File: config.mk
export PLATFORM = sky130hd
export DESIGN_NAME = rgb_pwm_led_controller
export DESIGN_NICKNAME = d
export VERILOG_FILES = /design/src/rtl/rgb_pwm_pkg.sv /design/src/rtl/rgb_pwm_led_controller.sv
export SDC_FILE = /design/constraint.sdc
export NUM_CORES = 1
export LEC_CHECK = 0
export ABC_AREA = 1
export BUFFER_PORTS_ARGS = -buffer_cell sky130_fd_sc_hd__clkbuf_2
export CORE_MARGIN = 5
export CORE_UTILIZATION = 51
export CTS_CLUSTER_SIZE = 25
export DETAILED_ROUTE_END_ITERATION = 7
export GPL_TIMING_DRIVEN = 0
export PLACE_DENSITY = 0.76
export REMOVE_ABC_BUFFERS = 1
export SETUP_SLACK_MARGIN = 0.2
export SLEW_MARGIN = 20
export SYNTH_ARGS = -nofsm -noshare
export SYNTH_HDL_FRONTEND = slang
export SYNTH_SLANG_ARGS = --single-unit
File: constraint.sdc
create_clock -name ref_clk_i -period 2.7 [get_ports ref_clk_i]
set_clock_uncertainty 0.05 [all_clocks]
set_input_delay 0.54 -clock ref_clk_i [delete_from_list [all_inputs] [get_ports ref_clk_i]]
set_output_delay 0.54 -clock ref_clk_i [all_outputs]
set_load 0.01 [all_outputs]
File: src/rtl/rgb_pwm_pkg.sv
// constants shared by the rgb pwm led controller
package rgb_pwm_pkg;

	// ==========================================================
	// clock and timing
	localparam int unsigned CLK_FREQ_HZ = 50_000_000;
	localparam int unsigned EXEC_DELAY_TICKS = 128; // oscillator ticks before settings apply
	localparam logic [1:0] STEP_DIV_RATE0 = 2'h1; // (fosc/2)/32: two ticks per step, minus one
	localparam logic [1:0] STEP_DIV_RATE1 = 2'h3; // (fosc/2)/64: four ticks per step, minus one

	// ==========================================================
	// serial command layout
	localparam int unsigned CMD_W = 8;
	localparam int unsigned DUTY_W = 5;
	localparam int unsigned OP_LSB = 5;
	localparam logic [2:0] OP_DUTY_ONE = 3'h0;
	localparam logic [2:0] OP_DUTY_TWO = 3'h1;
	localparam logic [2:0] OP_DUTY_THREE = 3'h2;
	localparam logic [2:0] OP_CONFIG = 3'h3;
	localparam logic [2:0] OP_PHASE_ONE = 3'h4;
	localparam logic [2:0] OP_PHASE_TWO = 3'h5;
	localparam logic [2:0] OP_PHASE_THREE = 3'h6;
	localparam logic [2:0] OP_TEST = 3'h7;
	localparam int unsigned CFG_RATE_BIT = 4;
	localparam int unsigned CFG_OSC_BIT = 3;
	localparam int unsigned CFG_EN_ONE_BIT = 2; // bits 2,1,0 enable outputs one,two,three

	// ==========================================================
	// reset values of settings
	localparam logic [4:0] DUTY_RST = 5'h00;
	localparam logic [1:0] PHASE_RST = 2'h0;
	localparam logic RATE_RST = 1'b0;
	localparam logic OSC_RST = 1'b0;
	localparam logic [2:0] EN_RST = 3'h0;

	// ==========================================================
	// bus registers
	localparam logic [7:0] OSC_DIV_OFS = 8'h00;
	localparam logic [7:0] STATUS_OFS = 8'h04;
	localparam logic [15:0] OSC_DIV_RST = 16'h0010;
	localparam logic [2:0] HSIZE_WORD = 3'h2;
	localparam int unsigned ST_PHASE_LSB = 15;
	localparam int unsigned ST_EN_LSB = 21;
	localparam int unsigned ST_OSC_BIT = 24;
	localparam int unsigned ST_RATE_BIT = 25;
	localparam int unsigned ST_BUSY_BIT = 26;

	// phase code to step offset: none, 4, 8, 16
	function automatic logic [4:0] phase_offset(input logic [1:0] code);
		case (code)
			2'h1: phase_offset = 5'h04;
			2'h2: phase_offset = 5'h08;
			2'h3: phase_offset = 5'h10;
			default: phase_offset = 5'h00;
		endcase
	endfunction : phase_offset

endpackage : rgb_pwm_pkg

File: src/rtl/rgb_pwm_led_controller.sv
// rgb pwm led controller: serial command link, pwm channels, ahb-lite status
`timescale 1ns/1ns
`default_nettype none

// Overview of operation
// - three independent pwm channels, thirty-two brightness steps each, one per colour
// - duty code n gives an active time of (n+1)/32 of the period
// - each open-drain output carries its channel's pwm waveform as configured
// - oscillator starts and stops by command and stays stopped while off
// - stopping the oscillator freezes outputs; host turns outputs off first
// - data line is sampled into the shift register on rising shift clock
// - rising select hands the eight shifted bits to the decoder for execution
// - opcodes 000, 001, 010 load a five-bit duty for channel one, two, three
// - opcode 011 sets rate select, oscillator on and three output enables
// - opcodes 100, 101, 110 set channel phase from bits 1..0
// - duty, rate and phase apply after about 128 oscillator ticks
// - reset pin is active low and initialises settings and counters while low, not the shift register or divisor
// - reset clears rate, oscillator, enables, phases and duties; pulse at least 1us
// - with more than eight bits shifted, only the last eight execute
// - shifting ignores select; select only times the hand-over
module rgb_pwm_led_controller
	import rgb_pwm_pkg::*;
#(
	parameter int unsigned OSC_DIV_W = 16
) (
	input wire logic ref_clk_i,
	input wire logic rst_n_i,
	input wire logic reset_n_pin_i,
	input wire logic select_n_pin_i,
	input wire logic shift_clk_pin_i,
	input wire logic data_pin_i,
	output logic sink_out_one_o,
	output logic sink_out_one_oe_o,
	output logic sink_out_two_o,
	output logic sink_out_two_oe_o,
	output logic sink_out_three_o,
	output logic sink_out_three_oe_o,
	input wire logic hsel_i,
	input wire logic [31:0] haddr_i,
	input wire logic [1:0] htrans_i,
	input wire logic hwrite_i,
	input wire logic [2:0] hsize_i,
	input wire logic [31:0] hwdata_i,
	input wire logic hready_i,
	output logic [31:0] hrdata_o,
	output logic hreadyout_o,
	output logic hresp_o
);

	// ==========================================================
	// elaboration check
	if (OSC_DIV_W < 2 || OSC_DIV_W > 16) begin : g_bad_width
		$error("OSC_DIV_W must lie between 2 and 16");
	end

	// ==========================================================
	// pin synchronisers
	logic [2:0] sclk_s_r;
	logic [2:0] sel_s_r;
	logic [1:0] dat_s_r;
	logic [1:0] rstp_s_r;
	logic sclk_rise;
	logic sel_rise;
	logic settings_rst;

	// two flops per pin, third stage only for edge detection
	always_ff @(posedge ref_clk_i) begin
		if (!rst_n_i) begin
			sclk_s_r <= 3'h0;
			sel_s_r <= 3'h7;
			dat_s_r <= 2'h0;
			rstp_s_r <= 2'h3;
		end else begin
			sclk_s_r <= {sclk_s_r[1:0], shift_clk_pin_i};
			sel_s_r <= {sel_s_r[1:0], select_n_pin_i};
			dat_s_r <= {dat_s_r[0], data_pin_i};
			rstp_s_r <= {rstp_s_r[0], reset_n_pin_i};
		end
	end

	assign sclk_rise = sclk_s_r[1] && !sclk_s_r[2];
	assign sel_rise = sel_s_r[1] && !sel_s_r[2];
	assign settings_rst = !rst_n_i || !rstp_s_r[1];

	// ==========================================================
	// serial shift register
	logic [CMD_W-1:0] shift_r;

	// data and clock share sync depth, so their alignment survives
	always_ff @(posedge ref_clk_i) begin
		if (!rst_n_i) begin
			shift_r <= 8'h00;
		end else if (sclk_rise) begin
			shift_r <= {shift_r[CMD_W-2:0], dat_s_r[1]};
		end
	end

	// ==========================================================
	// command decode: commanded settings
	logic [2:0] op;
	logic cmd_exec;
	logic delayed_op;
	logic [DUTY_W-1:0] duty_cmd_r [3];
	logic [1:0] phase_cmd_r [3];
	logic rate_cmd_r;
	logic osc_on_r;
	logic [2:0] en_r;

	assign op = shift_r[CMD_W-1:OP_LSB];
	assign cmd_exec = sel_rise && !settings_rst;
	assign delayed_op = (op != OP_TEST); // test opcode is dropped

	always_ff @(posedge ref_clk_i) begin
		if (settings_rst) begin
			for (int c = 0; c < 3; c++) begin
				duty_cmd_r[c] <= DUTY_RST;
				phase_cmd_r[c] <= PHASE_RST;
			end
			rate_cmd_r <= RATE_RST;
			osc_on_r <= OSC_RST;
			en_r <= EN_RST;
		end else if (cmd_exec) begin
			case (op)
				OP_DUTY_ONE: duty_cmd_r[0] <= shift_r[DUTY_W-1:0];
				OP_DUTY_TWO: duty_cmd_r[1] <= shift_r[DUTY_W-1:0];
				OP_DUTY_THREE: duty_cmd_r[2] <= shift_r[DUTY_W-1:0];
				OP_CONFIG: begin
					rate_cmd_r <= shift_r[CFG_RATE_BIT];
					osc_on_r <= shift_r[CFG_OSC_BIT];
					// command bit 2 is channel one, kept at index 0 like the channels
					en_r <= {shift_r[CFG_EN_ONE_BIT-2], shift_r[CFG_EN_ONE_BIT-1], shift_r[CFG_EN_ONE_BIT]};
				end
				OP_PHASE_ONE: phase_cmd_r[0] <= shift_r[1:0];
				OP_PHASE_TWO: phase_cmd_r[1] <= shift_r[1:0];
				OP_PHASE_THREE: phase_cmd_r[2] <= shift_r[1:0];
				default: ; // test opcode ignored, release word included
			endcase
		end
	end

	// ==========================================================
	// oscillator model: divider from ref clock, stops when commanded off
	logic [OSC_DIV_W-1:0] osc_div_r;
	logic [OSC_DIV_W-1:0] div_cnt_r;
	logic osc_tick;

	// divisor 0 and 1 both tick every cycle
	assign osc_tick = osc_on_r && ({1'b0, div_cnt_r} + 1'b1 >= {1'b0, osc_div_r});

	always_ff @(posedge ref_clk_i) begin
		if (settings_rst) begin
			div_cnt_r <= '0;
		end else if (osc_tick) begin
			div_cnt_r <= '0;
		end else if (osc_on_r) begin
			div_cnt_r <= div_cnt_r + 1'b1;
		end
	end

	// ==========================================================
	// execution delay: applied settings trail the commanded ones
	logic busy_r;
	logic [7:0] dly_cnt_r;
	logic apply_now;
	logic [DUTY_W-1:0] duty_r [3];
	logic [1:0] phase_r [3];
	logic rate_r;

	assign apply_now = busy_r && osc_tick && (dly_cnt_r == 8'(EXEC_DELAY_TICKS - 1));

	// a new command other than the test opcode restarts the wait; ticks only count while the oscillator runs
	always_ff @(posedge ref_clk_i) begin
		if (settings_rst) begin
			busy_r <= 1'b0;
			dly_cnt_r <= 8'h00;
		end else if (cmd_exec && delayed_op) begin
			busy_r <= 1'b1;
			dly_cnt_r <= 8'h00;
		end else if (apply_now) begin
			busy_r <= 1'b0;
		end else if (busy_r && osc_tick) begin
			dly_cnt_r <= dly_cnt_r + 8'h01;
		end
	end

	always_ff @(posedge ref_clk_i) begin
		if (settings_rst) begin
			for (int c = 0; c < 3; c++) begin
				duty_r[c] <= DUTY_RST;
				phase_r[c] <= PHASE_RST;
			end
			rate_r <= RATE_RST;
		end else if (apply_now) begin
			duty_r <= duty_cmd_r;
			phase_r <= phase_cmd_r;
			rate_r <= rate_cmd_r;
		end
	end

	// ==========================================================
	// step prescaler and shared pwm counter
	logic [1:0] pre_cnt_r;
	logic step_tick;
	logic [DUTY_W-1:0] pwm_cnt_r;

	assign step_tick = osc_tick && (pre_cnt_r >= (rate_r ? STEP_DIV_RATE1 : STEP_DIV_RATE0));

	// counter freezes with the oscillator, so outputs hold their phase
	always_ff @(posedge ref_clk_i) begin
		if (settings_rst) begin
			pre_cnt_r <= 2'h0;
			pwm_cnt_r <= '0;
		end else if (step_tick) begin
			pre_cnt_r <= 2'h0;
			pwm_cnt_r <= pwm_cnt_r + 1'b1;
		end else if (osc_tick) begin
			pre_cnt_r <= pre_cnt_r + 2'h1;
		end
	end

	// ==========================================================
	// channels
	logic [2:0] drive_r;

	for (genvar c = 0; c < 3; c++) begin : g_ch
		logic [DUTY_W-1:0] pos;
		// a nonzero phase code delays the waveform by its offset of 4, 8 or 16 steps
		assign pos = pwm_cnt_r - phase_offset(phase_r[c]);
		always_ff @(posedge ref_clk_i) begin
			if (settings_rst) begin
				drive_r[c] <= 1'b0;
			end else begin
				drive_r[c] <= en_r[c] && ({1'b0, pos} < {1'b0, duty_r[c]} + 6'h01);
			end
		end

	end

	// open drain: sink low while driving, float otherwise
	assign sink_out_one_o = 1'b0;
	assign sink_out_two_o = 1'b0;
	assign sink_out_three_o = 1'b0;
	assign sink_out_one_oe_o = drive_r[0];
	assign sink_out_two_oe_o = drive_r[1];
	assign sink_out_three_oe_o = drive_r[2];

	// ==========================================================
	// ahb-lite slave, zero wait states, low address byte decoded
	logic acc_ok;
	logic wr_pend_r;
	logic [7:0] addr_r;
	logic [31:0] status_word;
	logic [31:0] hrdata_r;

	assign acc_ok = hsel_i && htrans_i[1] && hready_i;

	always_comb begin
		status_word = 32'h0000_0000;
		for (int c = 0; c < 3; c++) begin
			status_word[c*DUTY_W +: DUTY_W] = duty_r[c];
			status_word[ST_PHASE_LSB + c*2 +: 2] = phase_r[c];
		end
		status_word[ST_EN_LSB +: 3] = en_r;
		status_word[ST_OSC_BIT] = osc_on_r;
		status_word[ST_RATE_BIT] = rate_r;
		status_word[ST_BUSY_BIT] = busy_r;
	end

	// address phase capture; only word writes are honoured
	always_ff @(posedge ref_clk_i) begin
		if (!rst_n_i) begin
			wr_pend_r <= 1'b0;
			addr_r <= 8'h00;
		end else begin
			wr_pend_r <= acc_ok && hwrite_i && (hsize_i == HSIZE_WORD);
			if (acc_ok) begin
				addr_r <= haddr_i[7:0];
			end
		end
	end

	always_ff @(posedge ref_clk_i) begin
		if (!rst_n_i) begin
			osc_div_r <= OSC_DIV_W'(OSC_DIV_RST);
		end else if (wr_pend_r && addr_r == OSC_DIV_OFS) begin
			osc_div_r <= hwdata_i[OSC_DIV_W-1:0];
		end
	end

	// read data registered at the address phase; unmapped reads zero
	always_ff @(posedge ref_clk_i) begin
		if (!rst_n_i) begin
			hrdata_r <= 32'h0000_0000;
		end else if (acc_ok && !hwrite_i) begin
			case (haddr_i[7:0])
				OSC_DIV_OFS: hrdata_r <= 32'(osc_div_r);
				STATUS_OFS: hrdata_r <= status_word;
				default: hrdata_r <= 32'h0000_0000;
			endcase
		end
	end

	assign hrdata_o = hrdata_r;
	assign hreadyout_o = 1'b1;
	assign hresp_o = 1'b0;
endmodule : rgb_pwm_led_controller

`default_nettype wire

==> impl_metrics.json <==
{
  "fin_cells": 1274,
  "synth_edf_count": 0,
  "synth_top_cells_by_count": "nand2_1 (193), dfxtp_1 (153), inv_1 (147)",
  "mappedNetlistArea_um2": 7430,
  "portBuffers": 66,
  "wire_per_inst_um": 15.9,
  "maxCapViolations": 0,
  "viasPerCell": 5.37,
  "io_pins": 118,
  "yosysMostFrequentCell": "nand2_1",
  "max_slew.worst_pin.slew_ns": 1.31,
  "crit_arrival_ns": 3.32,
  "synth_top_family_by_area": "simple AND/OR/NAND/NOR gates",
  "synth_xor_area_frac": 0.0377,
  "grt_first_pass_wirelength_mm": 31.0,
  "cts_made_buffers": 17,
  "antenna_found_initial": 0,
  "antenna_cells": 0,
  "finalSetupViolCount": 54,
  "die_w_um": 131,
  "synth_top_area_cell": "dfxtp_1",
  "synthArstFlopShare": 0,
  "p_per_area_nw_per_um2": 521,
  "period_share": 1.11,
  "syn2layout_area_growth_pct": 23.2,
  "crit_path_start_kind": "flop",
  "grtUsageTotal": 0.232,
  "drive_gt1_frac": 0.218,
  "synth_area_leaders": "dfxtp_1 (41%), nand2_1 (9.8%), inv_1 (7.4%)",
  "synthMuxAreaShare": 0,
  "yosys.area.top_type_share": 0.412,
  "fmax_ghz": 0.332,
  "grt_pass1_vias": 6422,
  "rsz0062_at_grt": "yes",
  "fin_nets": 1197,
  "path_class": "flop to flop",
  "slew_viol_final": 0,
  "place_ws_ns": -1.61,
  "drc_errors": 0,
  "cp_max_fo": 5,
  "rows": 44,
  "grt_max_degree": 58,
  "ys_ff_latch": 153,
  "dp_cells": 1208,
  "synth-seq-area-share": 0.412,
  "gr-total-overflow": 0,
  "required_ns": 3.01,
  "syn_area_per_cell_um2": 7.46,
  "synthCells": 995,
  "synth-main-ff-cell": "dfxtp_1",
  "yosysWarnings": 0,
  "violations": "negative setup slack",
  "clkTransAtPathRegs_ns": 0.06,
  "cp-end-kind": "flop",
  "run_status": "complete, but fails checks",
  "yosys.area_share.simple": 0.221,
  "gp_congestion": 0.844,
  "initial_core_util": 0.515,
  "holdBufCountCts": 0,
  "setup_slack_ns": -0.308,
  "ir_drop_uv": 481,
  "core_area_um2": 14400,
  "cts.path.max_buffers": 2,
  "cts_tree": "yes",
  "synth-compound-area-share": 0.146,
  "vias": 6846,
  "cts_sinks": 153,
  "ant_nets": 0,
  "die_h_um": 131,
  "wl_mm": 20.2,
  "maxSlewHeadroom": 0.125,
  "setup_tns_ns": -12.25,
  "dpl.hpwl_mm": 11.9,
  "yosys.area_share.adder": 0.0721,
  "hp-class": "input port to flop",
  "die_area_um2": 17100,
  "first_pass_iters": 6,
  "drt-initial-drc-count": 639,
  "finalHoldViolations": 0,
  "finalCriticalPeriod_ns": 3.01,
  "clockRootBuffer": "clkbuf_16",
  "worst_skew_pair.late_latency_ns": 0.43,
  "htreeDepth": 4,
  "p_leak_uw": 0.00435,
  "ys_types": 42
}
logic make-up after synthesis:
group,after synthesis
flops,153
fa+ha+maj,41
buf+inv,198
simple gates,379
xor+xnor,32
other cells,2
compound gates,190
worst max-delay path, stage by stage (launching register included):
cell,delay [ns]
dfxtp_1,0.38
nand2_1,0.12
inv_2,0.10
nand2_1,0.07
inv_2,0.13
nand2_4,0.08
nor2_4,0.10
xnor2_2,0.13
inv_1,0.11
ha_4,0.28
nand2_2,0.05
nor2_2,0.14
a21boi_2,0.24
nor2_4,0.07
buf_12,0.14
buf_4,0.15
a21oi_4,0.17
buf_6,0.16
nand4_1,0.10
a21oi_2,0.18
registers in the layout, summed over array words and instances, names as in the netlist, 2 cells and up:
register     flops
osc_div_r       16
pwm_cnt_r        5
hrdata_o        27
duty_r          15
en_r             3
div_cnt_r       16
phase_r          6
pre_cnt_r        2
addr_r           8
dly_cnt_r        8
sclk_s_r         3
sel_s_r          3
rstp_s_r         2
dat_s_r          2
shift_r          8
duty_cmd_r      15
phase_cmd_r      6
where the power goes:
group | leakage (uW) | total, uW | switching, uW | internal, uW
sequential | 0.00124 | 2290 | 16.7 | 2270
combinational | 0.00283 | 153 | 107 | 45.6
clock | 0.000276 | 2320 | 945 | 1380
worst paths after layout:
kind | depth (start not counted) | to | start | slack [ns]
worst max-delay path | 19 | dly_cnt_r[3] | div_cnt_r[9] | -0.31
worst min-delay path | 2 | wr_pend_r | hsize_i[0] | 0.23
worst max register to register | 19 | dly_cnt_r[3] | div_cnt_r[9] | -0.31
worst min register to register | 2 | dat_s_r[1] | dat_s_r[0] | 0.36
cell usage in the layout (no fill, tap or decap), types with 3 or more instances in the layout:
cell type  instances
nor2_1            95
nor4_1             3
o21ai_0           60
o21ai_1            4
nand4_4            7
a21oi_1           80
dfxtp_4            5
a21oi_2            9
clkinv_2           7
clkbuf_16         17
nor3_1             7
nand4_1           20
clkbuf_2          65
xnor2_1           11
nor2_4             5
conb_1            10
buf_6              5
xor2_1            17
nand3_4            3
a211oi_1           5
dfxtp_2            6
or2_2              5
ha_1              34
a21o_1             3
o221ai_1          15
ha_4               4
nand3_1           22
buf_12             3
nand2_4            5
dfxtp_1          142
a211oi_2           7
nand2_2           17
nand2_1          175
inv_1            140
nor2_2            14
buf_4             17
inv_2              9
nand2_8            4
per-stage QoR:
stage	utilization	power (uW)	hold slack (ns)	area [um2]
finish	0.635	4770	0.232	9150
global route	0.635	4910	0.226	9150
CTS	0.608	4780	0.214	8770
detailed placement	0.539	2480	0.348	7770
global placement	0.539	2480	0.343	7770
floorplan	-	2420	0.340	7210
layer usage:
metal / global-route usage / routed length, um / vias to the layer above
met3: 0.0516 / 1330 / 58
met4: 0.0962 / 657 / 0
li1: - / - / 3371
met5: 0 / 0 / -
met1: 0.278 / 8200 / 3169
met2: 0.400 / 10000 / 248
final cells by class:
type	instances	area (um2)
Clock buffer	20	447
Clock inverter	11	121
Fill cell	1206	5270
Inverter	153	578
Multi-Input combinational cell	662	4100
Sequential cell	153	3090
Tap cell	184	230
Timing Repair Buffer	91	583
repair_timing:
item / 4_1_cts / 5_1_grt
gates cloned: 6 / 4
pin swaps: 17 / 33
buffers inserted: 14 / 11
resized for setup: 56 / 64
endpoints found under the setup margin: 82 / 76
Note: power is estimated with default switching activity, not from simulation.
